**src/rtl/fp_defs.svh**
```systemverilog
// Constants of the front panel effect selector: offsets, fields, reset values, timing.
// Assumes a 125 MHz system clock; included by the top module and the bench.
//
// What this block does
// Channel configuration key toggles single-channel and two-channel input, lamp shows it.
// Meter key toggles pre-effect and post-effect metering, lamp shows it.
// MIDI lamp lights whenever MIDI data arrives.
// Three clock sources: internal makes master, digital input or sync jack slave.
// Rate lamp shows one of four rates; selectable only on internal clock.
// Input source lamp shows analog or digital input.
// Factory group holds 97 read-only effects; stores into it are refused.
// Legacy group holds 25 read-only effects; stores into it are refused.
// Custom group starts empty, stores up to 99, recalled like the others.
// Group key advances through three groups; group lamp shows selection.
// Up and down keys step, repeat when held, step faster with both.
// Effect number blinks while browsed effect differs from loaded one.
// Setup menu active locks out group, store, up, down, load, revert, compare.
// Revert, parameter, value, compare and settings keys cancel browsing.
// Load key makes the browsed effect the active effect.
// A load turns the effect number from blinking to steady.
// Revert restores the state before the last load; lamp lit while possible.
// Effect-off key toggles bypass; bypass passes input unmodified.
// Loading an effect always clears bypass.
// Compare lamp lights on an edit after load, dark on store or load.
// Keys are debounced and edge detected: one press, one event.
`ifndef FP_DEFS_SVH
`define FP_DEFS_SVH

// ******************************
// Timing
// ******************************
`define CLK_PERIOD_NS 8
`define TICK_NS 1000000
`define TICK_CYC (`TICK_NS / `CLK_PERIOD_NS)
`define DEBOUNCE_MS 10'h00A
`define REP_DELAY_MS 10'h1F4
`define REP_MS 10'h064
`define FAST_MS 10'h019
`define BLINK_MS 10'h0FA
`define MIDI_HOLD_MS 10'h032

// ******************************
// Group sizes
// ******************************
`define FACTORY_SIZE 7'h61
`define LEGACY_SIZE 7'h19
`define CUSTOM_SIZE 7'h63

// ******************************
// Registers
// ******************************
`define CTRL_OFS 4'h0
`define STAT_OFS 4'h4
`define CTRL_RST 6'h00
`define CTRL_SRC_LSB 0
`define CTRL_RATE_LSB 2
`define CTRL_DIG_BIT 4
`define CTRL_MENU_BIT 5

// ******************************
// Key positions in the key vector
// ******************************
`define K_MODE 0
`define K_METER 1
`define K_GROUP 2
`define K_STORE 3
`define K_UP 4
`define K_DOWN 5
`define K_LOAD 6
`define K_REVERT 7
`define K_VUP 10
`define K_VDN 11
`define K_BYP 15
`define MENU_MASK 16'h10FC
`define CANCEL_MASK 16'h7F80

`endif

```
**src/rtl/fp_pkg.sv**
```systemverilog
// Types of the front panel effect selector.
// Assumes nothing of its surroundings.
package fp_pkg;

    typedef enum logic [1:0] {
        GRP_FACTORY,
        GRP_LEGACY,
        GRP_CUSTOM
    } grp_e;

    typedef enum logic [1:0] {
        SRC_INTERNAL,
        SRC_DIGITAL_IN,
        SRC_EXT_SYNC
    } clk_src_e;

endpackage

```
**src/rtl/front_panel_effect_selector.sv**
```systemverilog
// Front panel control logic: keys, lamps, effect browsing, load, revert, bypass.
// Assumes keys and MIDI strobe are synchronous to CLK_IN and active high.
`timescale 1ns/10ps
`default_nettype none
`include "fp_defs.svh"

module front_panel_effect_selector #(
    parameter int TICK_CYCLES = `TICK_CYC
) (
    input wire logic CLK_IN,
    input wire logic RST_N_IN,
    input wire logic [3:0] ADDR_IN,
    input wire logic [31:0] WDATA_IN,
    input wire logic WR_IN,
    input wire logic RD_IN,
    output logic [31:0] RDATA_OUT,
    input wire logic KEY_MODE_IN,
    input wire logic KEY_METER_IN,
    input wire logic KEY_GROUP_IN,
    input wire logic KEY_STORE_IN,
    input wire logic KEY_UP_IN,
    input wire logic KEY_DOWN_IN,
    input wire logic KEY_LOAD_IN,
    input wire logic KEY_REVERT_IN,
    input wire logic KEY_PREV_PARAM_IN,
    input wire logic KEY_NEXT_PARAM_IN,
    input wire logic KEY_VALUE_UP_IN,
    input wire logic KEY_VALUE_DOWN_IN,
    input wire logic KEY_COMPARE_IN,
    input wire logic KEY_MAIN_SETTINGS_IN,
    input wire logic KEY_DETAIL_SETTINGS_IN,
    input wire logic KEY_BYPASS_IN,
    input wire logic MIDI_RX_IN,
    input wire logic [1:0] RATE_DETECT_IN,
    output logic SINGLE_CHANNEL_IN_OUT,
    output logic METER_POST_OUT,
    output logic MIDI_LED_OUT,
    output logic [2:0] CLK_SRC_LED_OUT,
    output logic CLOCK_MASTER_OUT,
    output logic [3:0] RATE_LED_OUT,
    output logic INPUT_DIGITAL_OUT,
    output logic [2:0] GROUP_LED_OUT,
    output logic [6:0] EFFECT_NUM_OUT,
    output logic EFFECT_NUM_LIT_OUT,
    output logic [1:0] ACTIVE_GRP_OUT,
    output logic [6:0] ACTIVE_IDX_OUT,
    output logic BYPASS_OUT,
    output logic REVERT_LED_OUT,
    output logic COMPARE_LED_OUT,
    output logic STORE_REFUSED_OUT
);

    // ******************************
    // Millisecond tick
    // ******************************
    logic [16:0] tick_cnt_q;
    logic tick;

    assign tick = (tick_cnt_q == 17'(TICK_CYCLES - 1));

    always_ff @(posedge CLK_IN or negedge RST_N_IN) begin
        if (!RST_N_IN) begin
            tick_cnt_q <= 17'h00000;
        end else if (tick) begin
            tick_cnt_q <= 17'h00000;
        end else begin
            tick_cnt_q <= tick_cnt_q + 17'h00001;
        end
    end

    // ******************************
    // Key debounce and edge detect
    // ******************************
    logic [15:0] raw;
    logic [15:0] key_lvl;
    logic [15:0] key_prev_q;
    logic [15:0] press;
    logic [15:0] ev;
    logic menu;

    assign raw = {KEY_BYPASS_IN, KEY_DETAIL_SETTINGS_IN, KEY_MAIN_SETTINGS_IN,
                  KEY_COMPARE_IN, KEY_VALUE_DOWN_IN, KEY_VALUE_UP_IN,
                  KEY_NEXT_PARAM_IN, KEY_PREV_PARAM_IN, KEY_REVERT_IN, KEY_LOAD_IN,
                  KEY_DOWN_IN, KEY_UP_IN, KEY_STORE_IN, KEY_GROUP_IN,
                  KEY_METER_IN, KEY_MODE_IN};

    for (genvar g = 0; g < 16; g++) begin : g_deb
        logic [9:0] cnt_q;
        logic st_q;
        // A level must hold for the whole debounce time before it is believed
        always_ff @(posedge CLK_IN or negedge RST_N_IN) begin
            if (!RST_N_IN) begin
                cnt_q <= 10'h000;
                st_q <= 1'b0;
            end else if (raw[g] == st_q) begin
                cnt_q <= 10'h000;
            end else if (tick) begin
                if (cnt_q == `DEBOUNCE_MS - 10'h001) begin
                    st_q <= raw[g];
                    cnt_q <= 10'h000;
                end else begin
                    cnt_q <= cnt_q + 10'h001;
                end
            end
        end
        assign key_lvl[g] = st_q;
    end

    always_ff @(posedge CLK_IN or negedge RST_N_IN) begin
        if (!RST_N_IN) begin
            key_prev_q <= 16'h0000;
        end else begin
            key_prev_q <= key_lvl;
        end
    end

    assign press = key_lvl & ~key_prev_q;
    assign ev = press & ~(menu ? `MENU_MASK : 16'h0000);

    // ******************************
    // Control register
    // ******************************
    logic [5:0] ctrl_q;
    fp_pkg::clk_src_e src;
    logic [1:0] rate;
    logic [3:0] rate_led_q;

    assign menu = ctrl_q[`CTRL_MENU_BIT];
    assign src = fp_pkg::clk_src_e'(ctrl_q[`CTRL_SRC_LSB +: 2]);

    always_ff @(posedge CLK_IN or negedge RST_N_IN) begin
        if (!RST_N_IN) begin
            ctrl_q <= `CTRL_RST;
        end else if (WR_IN && ADDR_IN == `CTRL_OFS) begin
            ctrl_q <= WDATA_IN[5:0];
            // The unused source code falls back to the internal clock
            if (WDATA_IN[`CTRL_SRC_LSB +: 2] == 2'h3) begin
                ctrl_q[`CTRL_SRC_LSB +: 2] <= 2'h0;
            end
        end
    end

    // Only the internal oscillator honours the selected rate
    assign rate = (src == fp_pkg::SRC_INTERNAL) ? ctrl_q[`CTRL_RATE_LSB +: 2]
                                                : RATE_DETECT_IN;

    always_ff @(posedge CLK_IN or negedge RST_N_IN) begin
        if (!RST_N_IN) begin
            rate_led_q <= 4'h1;
        end else begin
            rate_led_q <= 4'h1 << rate;
        end
    end

    assign CLOCK_MASTER_OUT = (src == fp_pkg::SRC_INTERNAL);
    assign CLK_SRC_LED_OUT = 3'h1 << ctrl_q[`CTRL_SRC_LSB +: 2];
    assign RATE_LED_OUT = rate_led_q;
    assign INPUT_DIGITAL_OUT = ctrl_q[`CTRL_DIG_BIT];

    // ******************************
    // Input mode and meter source
    // ******************************
    logic single_q;
    logic meter_q;

    always_ff @(posedge CLK_IN or negedge RST_N_IN) begin
        if (!RST_N_IN) begin
            single_q <= 1'b0;
            meter_q <= 1'b0;
        end else begin
            single_q <= single_q ^ ev[`K_MODE];
            meter_q <= meter_q ^ ev[`K_METER];
        end
    end

    assign SINGLE_CHANNEL_IN_OUT = single_q;
    assign METER_POST_OUT = meter_q;

    // ******************************
    // MIDI activity lamp
    // ******************************
    logic [9:0] midi_cnt_q;

    always_ff @(posedge CLK_IN or negedge RST_N_IN) begin
        if (!RST_N_IN) begin
            midi_cnt_q <= 10'h000;
        end else if (MIDI_RX_IN) begin
            midi_cnt_q <= `MIDI_HOLD_MS;
        end else if (tick && midi_cnt_q != 10'h000) begin
            midi_cnt_q <= midi_cnt_q - 10'h001;
        end
    end

    assign MIDI_LED_OUT = (midi_cnt_q != 10'h000) || MIDI_RX_IN;

    // ******************************
    // Up and down stepping with repeat
    // ******************************
    logic dir_up_q;
    logic arm_q;
    logic [9:0] rep_cnt_q;
    logic [9:0] rep_thr;
    logic held;
    logic rep_step;
    logic step_up;
    logic step_dn;
    logic up_lvl;
    logic dn_lvl;

    assign up_lvl = key_lvl[`K_UP] && !menu;
    assign dn_lvl = key_lvl[`K_DOWN] && !menu;
    assign held = up_lvl || dn_lvl;
    assign rep_thr = !arm_q ? `REP_DELAY_MS : ((up_lvl && dn_lvl) ? `FAST_MS : `REP_MS);
    assign rep_step = held && tick && (rep_cnt_q == rep_thr - 10'h001);

    // The key held first keeps the direction; the second only speeds it up
    assign step_up = (ev[`K_UP] && !dn_lvl) || (rep_step && dir_up_q);
    assign step_dn = (ev[`K_DOWN] && !up_lvl) || (rep_step && !dir_up_q);

    always_ff @(posedge CLK_IN or negedge RST_N_IN) begin
        if (!RST_N_IN) begin
            dir_up_q <= 1'b1;
        end else if (ev[`K_UP] && !dn_lvl) begin
            dir_up_q <= 1'b1;
        end else if (ev[`K_DOWN] && !up_lvl) begin
            dir_up_q <= 1'b0;
        end
    end

    always_ff @(posedge CLK_IN or negedge RST_N_IN) begin
        if (!RST_N_IN) begin
            rep_cnt_q <= 10'h000;
            arm_q <= 1'b0;
        end else if (!held || (ev[`K_UP] && !dn_lvl) || (ev[`K_DOWN] && !up_lvl)) begin
            rep_cnt_q <= 10'h000;
            arm_q <= 1'b0;
        end else if (rep_step) begin
            rep_cnt_q <= 10'h000;
            arm_q <= 1'b1;
        end else if (tick) begin
            rep_cnt_q <= rep_cnt_q + 10'h001;
        end
    end

    // ******************************
    // Browse, load, revert, store
    // ******************************
    fp_pkg::grp_e bgrp_q;
    fp_pkg::grp_e lgrp_q;
    fp_pkg::grp_e ugrp_q;
    logic [6:0] bidx_q;
    logic [6:0] lidx_q;
    logic [6:0] uidx_q;
    logic [6:0] bsize;
    logic [98:0] occ_q;
    logic undo_q;
    logic ubyp_q;
    logic uedit_q;
    logic bypass_q;
    logic edited_q;
    logic refused_q;
    logic browsing;
    logic load_ok;
    logic revert_ok;
    logic store_ok;
    logic store_bad;

    function automatic logic [6:0] grp_size(input fp_pkg::grp_e g);
        case (g)
            fp_pkg::GRP_FACTORY: grp_size = `FACTORY_SIZE;
            fp_pkg::GRP_LEGACY: grp_size = `LEGACY_SIZE;
            default: grp_size = `CUSTOM_SIZE;
        endcase
    endfunction

    function automatic fp_pkg::grp_e grp_next(input fp_pkg::grp_e g);
        case (g)
            fp_pkg::GRP_FACTORY: grp_next = fp_pkg::GRP_LEGACY;
            fp_pkg::GRP_LEGACY: grp_next = fp_pkg::GRP_CUSTOM;
            default: grp_next = fp_pkg::GRP_FACTORY;
        endcase
    endfunction

    assign bsize = grp_size(bgrp_q);
    assign browsing = (bgrp_q != lgrp_q) || (bidx_q != lidx_q);
    // An empty custom slot holds nothing to load
    assign load_ok = ev[`K_LOAD] && (bgrp_q != fp_pkg::GRP_CUSTOM || occ_q[bidx_q]);
    assign revert_ok = ev[`K_REVERT] && undo_q;
    assign store_ok = ev[`K_STORE] && bgrp_q == fp_pkg::GRP_CUSTOM;
    assign store_bad = ev[`K_STORE] && bgrp_q != fp_pkg::GRP_CUSTOM;

    always_ff @(posedge CLK_IN or negedge RST_N_IN) begin
        if (!RST_N_IN) begin
            bgrp_q <= fp_pkg::GRP_FACTORY;
            bidx_q <= 7'h00;
        end else if (revert_ok) begin
            bgrp_q <= ugrp_q;
            bidx_q <= uidx_q;
        end else if ((ev & `CANCEL_MASK) != 16'h0000) begin
            bgrp_q <= lgrp_q;
            bidx_q <= lidx_q;
        end else if (ev[`K_GROUP]) begin
            bgrp_q <= grp_next(bgrp_q);
            bidx_q <= 7'h00;
        end else if (step_up) begin
            bidx_q <= (bidx_q == bsize - 7'h01) ? 7'h00 : bidx_q + 7'h01;
        end else if (step_dn) begin
            bidx_q <= (bidx_q == 7'h00) ? bsize - 7'h01 : bidx_q - 7'h01;
        end
    end

    always_ff @(posedge CLK_IN or negedge RST_N_IN) begin
        if (!RST_N_IN) begin
            lgrp_q <= fp_pkg::GRP_FACTORY;
            lidx_q <= 7'h00;
            ugrp_q <= fp_pkg::GRP_FACTORY;
            uidx_q <= 7'h00;
            undo_q <= 1'b0;
            ubyp_q <= 1'b0;
            uedit_q <= 1'b0;
        end else if (load_ok) begin
            lgrp_q <= bgrp_q;
            lidx_q <= bidx_q;
            ugrp_q <= lgrp_q;
            uidx_q <= lidx_q;
            ubyp_q <= bypass_q;
            uedit_q <= edited_q;
            undo_q <= 1'b1;
        end else if (revert_ok) begin
            lgrp_q <= ugrp_q;
            lidx_q <= uidx_q;
            undo_q <= 1'b0;
        end else if (store_ok) begin
            lgrp_q <= bgrp_q;
            lidx_q <= bidx_q;
        end
    end

    always_ff @(posedge CLK_IN or negedge RST_N_IN) begin
        if (!RST_N_IN) begin
            occ_q <= '0;
        end else if (store_ok) begin
            occ_q[bidx_q] <= 1'b1;
        end
    end

    always_ff @(posedge CLK_IN or negedge RST_N_IN) begin
        if (!RST_N_IN) begin
            bypass_q <= 1'b0;
        end else if (load_ok) begin
            bypass_q <= 1'b0;
        end else if (revert_ok) begin
            bypass_q <= ubyp_q;
        end else if (ev[`K_BYP]) begin
            bypass_q <= !bypass_q;
        end
    end

    always_ff @(posedge CLK_IN or negedge RST_N_IN) begin
        if (!RST_N_IN) begin
            edited_q <= 1'b0;
        end else if (load_ok || store_ok) begin
            edited_q <= 1'b0;
        end else if (revert_ok) begin
            edited_q <= uedit_q;
        end else if (ev[`K_VUP] || ev[`K_VDN]) begin
            edited_q <= 1'b1;
        end
    end

    always_ff @(posedge CLK_IN or negedge RST_N_IN) begin
        if (!RST_N_IN) begin
            refused_q <= 1'b0;
        end else begin
            refused_q <= store_bad;
        end
    end

    // ******************************
    // Effect number blink
    // ******************************
    logic [9:0] blink_cnt_q;
    logic phase_q;

    always_ff @(posedge CLK_IN or negedge RST_N_IN) begin
        if (!RST_N_IN) begin
            blink_cnt_q <= 10'h000;
            phase_q <= 1'b1;
        end else if (!browsing) begin
            blink_cnt_q <= 10'h000;
            phase_q <= 1'b1;
        end else if (tick) begin
            if (blink_cnt_q == `BLINK_MS - 10'h001) begin
                blink_cnt_q <= 10'h000;
                phase_q <= !phase_q;
            end else begin
                blink_cnt_q <= blink_cnt_q + 10'h001;
            end
        end
    end

    assign EFFECT_NUM_LIT_OUT = !browsing || phase_q;
    assign EFFECT_NUM_OUT = bidx_q + 7'h01;
    assign GROUP_LED_OUT = 3'h1 << bgrp_q;
    assign ACTIVE_GRP_OUT = lgrp_q;
    assign ACTIVE_IDX_OUT = lidx_q;
    assign BYPASS_OUT = bypass_q;
    assign REVERT_LED_OUT = undo_q;
    assign COMPARE_LED_OUT = edited_q;
    assign STORE_REFUSED_OUT = refused_q;

    // ******************************
    // Register read
    // ******************************
    always_ff @(posedge CLK_IN or negedge RST_N_IN) begin
        if (!RST_N_IN) begin
            RDATA_OUT <= 32'h00000000;
        end else if (RD_IN && ADDR_IN == `CTRL_OFS) begin
            RDATA_OUT <= {26'h0000000, ctrl_q};
        end else if (RD_IN && ADDR_IN == `STAT_OFS) begin
            RDATA_OUT <= {8'h00, lidx_q, lgrp_q, bidx_q, bgrp_q, browsing,
                          edited_q, undo_q, bypass_q, meter_q, single_q};
        end else begin
            RDATA_OUT <= 32'h00000000;
        end
    end
endmodule

`default_nettype wire

```
**config.mk**
```make
export PLATFORM = sky130hd
export DESIGN_NAME = front_panel_effect_selector
export DESIGN_NICKNAME = d
export VERILOG_FILES = /design/src/rtl/fp_pkg.sv /design/src/rtl/front_panel_effect_selector.sv
export VERILOG_INCLUDE_DIRS = /design/src /design/src/rtl
export SDC_FILE = /design/constraint.sdc
export NUM_CORES = 1
export LEC_CHECK = 0
export ABC_AREA = 1
export BUFFER_PORTS_ARGS = -buffer_cell sky130_fd_sc_hd__buf_2
export CAP_MARGIN = 15
export CORE_ASPECT_RATIO = 1.5
export CORE_MARGIN = 3
export CORE_UTILIZATION = 63
export CTS_BUF_LIST = sky130_fd_sc_hd__clkbuf_4
export CTS_CLUSTER_DIAMETER = 80
export DETAILED_ROUTE_END_ITERATION = 12
export PLACE_DENSITY = 0.82
export SLEW_MARGIN = 25
export SYNTH_ARGS = -nofsm -noshare
export SYNTH_HDL_FRONTEND = slang
export SYNTH_SLANG_ARGS = --single-unit
```
**constraint.sdc**
```tcl
create_clock -name CLK_IN -period 2.6 [get_ports CLK_IN]
set_input_delay 0 -clock CLK_IN [delete_from_list [all_inputs] [get_ports CLK_IN]]
set_output_delay 0 -clock CLK_IN [all_outputs]
set_load 0.03 [all_outputs]
```
Word level (Yosys, flattened, before mapping)
Cells that the tools add are included.

Bits of input ports: 59. Flip-flop bits (word level): 418. Word-level logic and storage cells: 342. Output and inout bits: 68.

Order comparisons: 2. Equality and inequality tests: 45. Add/subtract/negate cells: 24. Shift-type cells: 3. Reduce and logical (&&, ||, !) cells: 86. Bitwise logic cells: 23. Muxes and demuxes: 101.

Operators with widths (number): $mux 10 (56); $add 10x1->10 const B (18); $eq 10x4->1 const B (16); $or 99x99->99 (1); $mux 7 (11); $mux 24 (2); $reduce_and 3->1 (16); $reduce_bool 2->1 (20); $and 16x16->16 (2); $logic_and 1x1->1 (18); $add 17x1->17 const B (1); $eq 17x17->1 const B (1); $mux 1 (17); $mux 17 (1); $eq 1x1->1 (16); $mux 2 (8); $not 1->1 (16); $not 13->16 (1); $not 16->16 (1); $reduce_bool 16->1 (1); $reduce_bool 3->1 (5); $pmux 7 s2 (1); $sub 7x1->7 const B (2); $mux 13 (1); other kinds (30) (52).

Depth between registers and ports, before layout
Gate-level depths: netlist (run 1).

Word-level depth: 15. Gate-level depth with buffers: 20. Mapped depth without buffers: 17.

Worst setup path after synthesis (run 1)
Ideal clock, no wire load.

Path kind: reg-to-reg. Start: register bidx_q[0]. End: register bidx_q[1]. Arrival: 2.213 ns. Setup time: 0.118 ns. Period minus slack after synthesis: 2.331 ns. Path slack: 0.269 ns. Required time: 2.482 ns. Stages on the path, launching flop included: 14. Cells stage by stage: dfrtp_1 buf_2 inv_2 buf_2 ha_1 nand2_1 nor3_1 inv_1 o21ai_0 nand3_1 nand3_1 nand2_1 a21oi_1 nor2_1.

Cells in the longest elaborated chain, start to end: 7. Elaborated cells on any way between the ends: 11. Those cells by class: 2 x add/sub; 1 x eq/ne; 7 x mux; 1 x reduce/logical.

Ends and longest elaborated chain: from (decl) (RTL line front_panel_effect_selector.sv:251) `logic [6:0] bidx_q;`; from (signal assigned) (RTL line front_panel_effect_selector.sv:298) `bidx_q <= uidx_q;`; from (signal assigned) (RTL line front_panel_effect_selector.sv:301) `bidx_q <= lidx_q;`; from (signal assigned) (RTL line front_panel_effect_selector.sv:306) `bidx_q <= (bidx_q == bsize - 7'h01) ? 7'h00 : bidx_q + 7'h01;`; $sub 7x1->7 or $logic_not 7->1 (tied branches) (RTL line front_panel_effect_selector.sv:308) `bidx_q <= (bidx_q == 7'h00) ? bsize - 7'h01 : bidx_q - 7'h01;`; $mux 7 (RTL line front_panel_effect_selector.sv:308); $mux 7 (RTL line front_panel_effect_selector.sv:307) `end else if (step_dn) begin`; $mux 7 (*) (RTL line front_panel_effect_selector.sv:305) `end else if (step_up) begin`; $mux 7 (*) (RTL line front_panel_effect_selector.sv:302) `` end else if (ev[`K_GROUP]) begin ``; $mux 7 (*) (RTL line front_panel_effect_selector.sv:299) `` end else if ((ev & `CANCEL_MASK) != 16'h0000) begin ``; $mux 7 (*) (RTL line front_panel_effect_selector.sv:296) `end else if (revert_ok) begin`.

Mark *: on every way between the ends. The rest lies on a longest branch, timed or not. The select of a mux whose other input is x is not followed. A chain may end at the register's enable or synchronous reset.

Worst setup path after layout (run 1)
Start: register bidx_q[0]. End: output EFFECT_NUM_LIT_OUT.

Cells in the longest elaborated chain, start to end: 4.

Ends and longest elaborated chain: $ne 7x7->1 (RTL line front_panel_effect_selector.sv:285) `assign browsing = (bgrp_q != lgrp_q) || (bidx_q != lidx_q);`; $logic_or 1x1->1 (RTL line front_panel_effect_selector.sv:285); $logic_not 1->1 (RTL line front_panel_effect_selector.sv:402) `assign EFFECT_NUM_LIT_OUT = !browsing || phase_q;`; $logic_or 1x1->1 (RTL line front_panel_effect_selector.sv:402); to (decl) (RTL line front_panel_effect_selector.sv:44) `output logic EFFECT_NUM_LIT_OUT,`.

No other way between the ends.

==> reports/metrics.cfg, run 1 <==
[power_and_ir_drop]
powerDensity_nw_per_um2=516
p_leak_uw=0.0108
peakVddDrop_mv=0.413
power_uw=12200

[logic_synthesis]
synth_area_leaders=dfrtp_1, nand2_1, inv_1
syn_inst=2427
ys_async_sr_fraction=1.00
ys_types=49
synth_top_family_by_area=simple AND/OR/NAND/NOR gates
synth_top_area_frac=0.497
yosysSeqAreaShare=0.500
post-synth-top-area-cell=dfrtp_1
synth-simple-area-share=0.214
synth-compound-area-share=0.147
yosysWarnings=0
synthAdderAreaFrac=0.0244
syn_area_per_cell_um2=8.45
yosys.area_share.xor_xnor=0.0389
ys_dominant_reg_cell=dfrtp_1
synth-seq-cells=410
syn_area_um2=20500
synthMuxAreaShare=0.00159
synth_edf_count=0

[critical_path]
max_stage_delay_ps=460
crit_fanout=19
crit_arrival_ps=2490
critPathKind=flip-flop to output port
critPathTopFamily=buffers and inverters
path_cells=clkinv_4 > buf_6 > nand2_1 > nand4_1 > nor4_2 > buf_4 > or2_2 > buf_2
critPathCaptureType=output port
critPathBufInv=4
cp-start-kind=flip-flop
critPathSlowestCell=dfrtp_2
required_ps=2600

[place]
dp_hpwl_um=37100
gp_congestion=0.960
portBuffers=92

[timing]
rsz0062_at_grt=true
slew_viol_final=0
fmax_ghz=0.402
whs_ps=41.6
skew_ps=60.1
min_period_ps=2490
relSlewSlack=0.557
setup_viol=0
period_share=0.957
worstMarginPinSlew_ps=661
finalHoldViolCount=0

[global_route]
grt_usage=0.309
grt_max_degree=103
antenna_found_initial=3
overflow=0
grt_pass1_wl_um=88800
grt_pass1_vias=18700

[floorplanning]
coreArea_um2=31900
die-area_um2=34800
dieWidth_um=153
die_h_um=227
initial_utilization=0.642
io_pins=127
rows=80

[drt]
ant_nets=0
detail_route.vias_per_cell=5.85
wl_per_cell_um=17.2
routed_wl_um=54500
drc_errors=0
dr_total_vias=18600
drt_iter0_markers=1246
firstDrtPassIters=6

[cells_and_area]
mostFrequentLayoutCells=nand2_1, dfrtp_1, inv_1
num-fill-cells=2268
layout-drive-gt1-share=0.129
multi_input_area_um2=8820
seq_area_um2=10300
fin_nets=2790
areaGrowthSynthToFinish_pct=15.7
final_common_cell=nand2_1

[clock_network]
path_clk_slew_ps=70
cts_buffer_depth=3
cts_tree=built
numCtsBuffers=96
htree_levels=3
root_buffer=clkbuf_4
clock_latency_ps=820
cts.sinks=410

[job]
maxCapViolCount=0

[status]
status=finished clean

[hold_path]
hold_path_class=input pin to flip-flop

-- layer usage --
| layer | up-vias | wire [um] | GRT usage |
|---|---|---|---|
| li1 | 8754 | - | - |
| met3 | 206 | 3350 | 0.0561 |
| met5 | - | 0 | 0 |
| met1 | 8876 | 20200 | 0.344 |
| met2 | 732 | 27900 | 0.550 |
| met4 | 0 | 3070 | 0.195 |
-- report_power, final --
part / switching, uW / leakage (uW) / internal (uW)
clock network: 2560 / 0.000698 / 2500
logic: 501 / 0.00457 / 220
registers: 34.6 / 0.00550 / 6430
total: 3090 / 0.0108 / 9150
-- logic make-up (layout without fill, tap and decap cells) --
family	after synthesis	count (layout)
AO/OA/AOI/OAI	490	490
XOR/XNOR	91	91
adder cells (fa/ha/maj)	40	40
buffers and inverters	382	707
flip-flops	410	410
multiplexers	3	3
other	1	12
AND/OR/NAND/NOR	1010	1010
-- stage by stage --
| stage | area, um^2 | utilization | setup TNS (ps) | cells | worst slack, ps |
|---|---|---|---|---|---|
| finish | 23700 | 0.743 | 0 | 3173 | 112 |
| global route | 23700 | 0.743 | -14.2 | 3173 | -14.2 |
| CTS | 23600 | 0.739 | 0 | 3166 | 28.1 |
| detailed placement | 21800 | 0.682 | 0 | 2935 | 140 |
| global placement | 21800 | 0.682 | 0 | 2935 | 148 |
| floorplan | 20500 | - | 0 | 2434 | 269 |
-- sequential cells by signal (all words and copies together), names as in the netlist, 2 cells and up --
| signal | count |
|---|---|
| ACTIVE_GRP_OUT | 2 |
| ACTIVE_IDX_OUT | 7 |
| RATE_LED_OUT | 4 |
| RDATA_OUT | 24 |
| bgrp_q | 2 |
| bidx_q | 7 |
| blink_cnt_q | 10 |
| ctrl_q | 6 |
| g_deb.cnt_q | 160 |
| g_deb.st_q | 16 |
| key_prev_q | 16 |
| midi_cnt_q | 10 |
| occ_q | 99 |
| rep_cnt_q | 10 |
| tick_cnt_q | 17 |
| ugrp_q | 2 |
| uidx_q | 7 |
-- tightest hold or removal path, delay by kind of cell --
family / cells / cell delay [ps]
compound gates: 1 / 70
buf+inv: 2 / 690
simple gates: 1 / 50
-- cell usage after synthesis, types with 11 or more instances --
| master | instances |
|---|---|
| inv_1 | 305 |
| ha_1 | 40 |
| a31o_2 | 14 |
| o21ai_0 | 163 |
| a21oi_1 | 75 |
| nand4_1 | 83 |
| a31oi_1 | 11 |
| xor2_1 | 56 |
| nor2_1 | 264 |
| buf_4 | 12 |
| o32ai_1 | 38 |
| xnor2_1 | 35 |
| nor3_1 | 36 |
| nand2_1 | 433 |
| o21bai_1 | 75 |
| o21ai_1 | 17 |
| buf_2 | 20 |
| clkbuf_1 | 30 |
| nor4_1 | 40 |
| o22ai_1 | 74 |
| nand3_1 | 133 |
| dfrtp_1 | 407 |
-- final timing paths --
check	start	end	slack, ps	depth (start not counted)
max	bidx_q[0]	EFFECT_NUM_LIT_OUT	110	8
min	KEY_PREV_PARAM_IN	g_deb[8].st_q	40	4
max reg2reg	bidx_q[2]	ACTIVE_IDX_OUT[3]	220	17
min reg2reg	g_deb[2].st_q	key_prev_q[2]	420	0
max in group asynchronous	RST_N_IN	occ_q[42]	1200	5
min in group asynchronous	RST_N_IN	tick_cnt_q[4]	400	4
-- repair_timing --
action	CTS	global route
hold buffers	65	0
hold endpoints to repair	629	0
endpoints found under the setup margin	1	44
buffers inserted	0	3
gates resized for setup	6	21
pin swaps	0	3
-- cell type report --
cell class,instances,share of cell area
sequential,410,0.433
clock inverter,30,0.00633
tap,410,0.0216
timing repair buffer,227,0.0740
antenna,4,0.000422
clock buffer,136,0.0430
inverter,314,0.0500
multi-input combinational,1642,0.372
Power figures use the tool's default switching activity.
==> run 2: changes to the inputs <==
- BUFFER_PORTS_ARGS: -buffer_cell sky130_fd_sc_hd__buf_2 -> unset
- CORE_UTILIZATION: 63 -> 66
- DONT_BUFFER_PORTS: unset -> 1
- SKIP_CTS_REPAIR_TIMING: unset -> 1
==> reports/metrics.cfg, run 2 (synthesized netlist as in run 1, its figures left out) <==
[status]
status=complete, but fails checks
violations=hold timing

[clock_network]
root_buffer=clkbuf_4
htree_levels=3
cts_buffer_depth=3
cts_tree=built
clock_latency_ps=810
numCtsBuffers=97
cts.sinks=410
path_clk_slew_ps=70

[floorplanning]
die-area_um2=33300
die_h_um=222
rows=78
initial_utilization=0.673
coreArea_um2=30400
io_pins=127
dieWidth_um=150

[timing]
whs_ps=-1070
finalSetupTns_ps=0
skew_ps=49.3
period_share=0.959
fmax_ghz=0.401
finalHoldViolCount=410
worstMarginPinSlew_ps=1420
relSlewSlack=0.0563
slew_viol_final=0
setup_viol=0
min_period_ps=2490

[place]
gp_congestion=0.957
dp_hpwl_um=35800
dpl-instance-area_um2=21400
portBuffers=0
place_inst=2848

[global_route]
grt_pass1_wl_um=86100
grt_max_degree=411
grt_usage=0.316
grt_pass1_vias=18200
overflow=0
grtUsageMet2=0.537
antenna_found_initial=3
use_met1=0.364
met3_usage=0.0677
grt_busiest_layer=met2

[drt]
drt_iter0_markers=1464
drc_errors=0
detail_route.vias_per_cell=5.97
routed_wl_um=54700
ant_nets=0
firstDrtPassIters=7
dr_total_vias=18400
wl_per_cell_um=17.7

[critical_path]
critPathCaptureType=output port
crit_arrival_ps=2490
crit_fanout=16
critPathKind=flip-flop to output port
required_ps=2600
cp-start-kind=flip-flop

[cells_and_area]
largest_register_ffs=160
layout-drive-gt1-share=0.105
largest_registers=g_deb.cnt_q x160, occ_q x99, RDATA_OUT x24
areaGrowthSynthToFinish_pct=14.3
num-fill-cells=2153
final_cell_area_um2=23400
regMostFlops=g_deb.cnt_q
multi_input_area_um2=8860
mostFrequentLayoutCells=nand2_1, dfrtp_1, inv_1
final_common_cell=nand2_1
instances_no_fill=3090
fin_nets=2714
seq_area_um2=10300

[power_and_ir_drop]
peakVddDrop_mv=0.463
p_leak_uw=0.0105
powerDensity_nw_per_um2=521

[hold_path]
hold_path_class=input pin to asynchronous set/reset pin

[job]
maxCapViolCount=0

-- run 2: cell types whose count changed in the layout (fill, tap and decap cells not counted), moves of 3 or more --
cell	change
buf_2	-92
buf_6	-3
clkinv_1	+6
nor2_1	-3
buf_4	+20
dlygate4sd3_1	-3
-- run 2: critical path, cell delays in order, from the launching register on --
cell and delay (ps):
dfrtp_2 430, buf_12 150, inv_2 100, buf_4 260, nand2_1 80, nand4_1 180
nor4_4 60, buf_4 150, or2_4 270
-- run 2: path summary, 6_finish.rpt --
kind                            cells after the start         startpoint                 end  slack [ps]
max in group asynchronous                           0           RST_N_IN           bidx_q[2]        2480
worst max register to register                     12      tick_cnt_q[0]       g_deb[8].st_q         140
worst min register to register                      0     g_deb[13].st_q      key_prev_q[13]         430
worst min-delay path                                0           RST_N_IN           occ_q[49]       -1070
min in group CLK_IN                                 4  RATE_DETECT_IN[1]     RATE_LED_OUT[0]          60
worst max-delay path                                8          bidx_q[1]  EFFECT_NUM_LIT_OUT         110
-- run 2: report_power, final --
| group | leakage [uW] | total [uW] | switching [uW] | internal, uW |
|---|---|---|---|---|
| sequential | 0.00551 | 6540 | 105 | 6430 |
| clock | 0.000716 | 5210 | 2620 | 2600 |
| combinational | 0.00423 | 460 | 304 | 156 |
| total | 0.0105 | 12200 | 3020 | 9190 |
-- run 2: cell type report --
class                   instances  area share
repair buffers                150      0.0604
flip-flops and latches        410       0.438
well taps                     400      0.0213
diodes                          3    0.000320
clock inverters                36     0.00838
multi-input cells            1642       0.378
clock buffers                 135      0.0432
inverters                     314      0.0506
-- run 2: metrics by stage --
step	power, uW	util	worst slack [ps]
6_report	12200	0.770	106
5_1_grt	12700	0.770	-25.7
4_1_cts	12200	0.743	-121
3_5_place_dp	6980	0.703	43.0
3_3_place_gp	6970	0.703	153
2_1_floorplan	6900	-	269
-- run 2: metal layers --
metal | routed length [um] | vias to the layer above | share of wire
li1 | - | 8596 | -
met1 | 20100 | 8849 | 0.37
met2 | 28000 | 791 | 0.51
met3 | 3620 | 200 | 0.066
met4 | 2980 | 0 | 0.055
met5 | 0 | - | 0
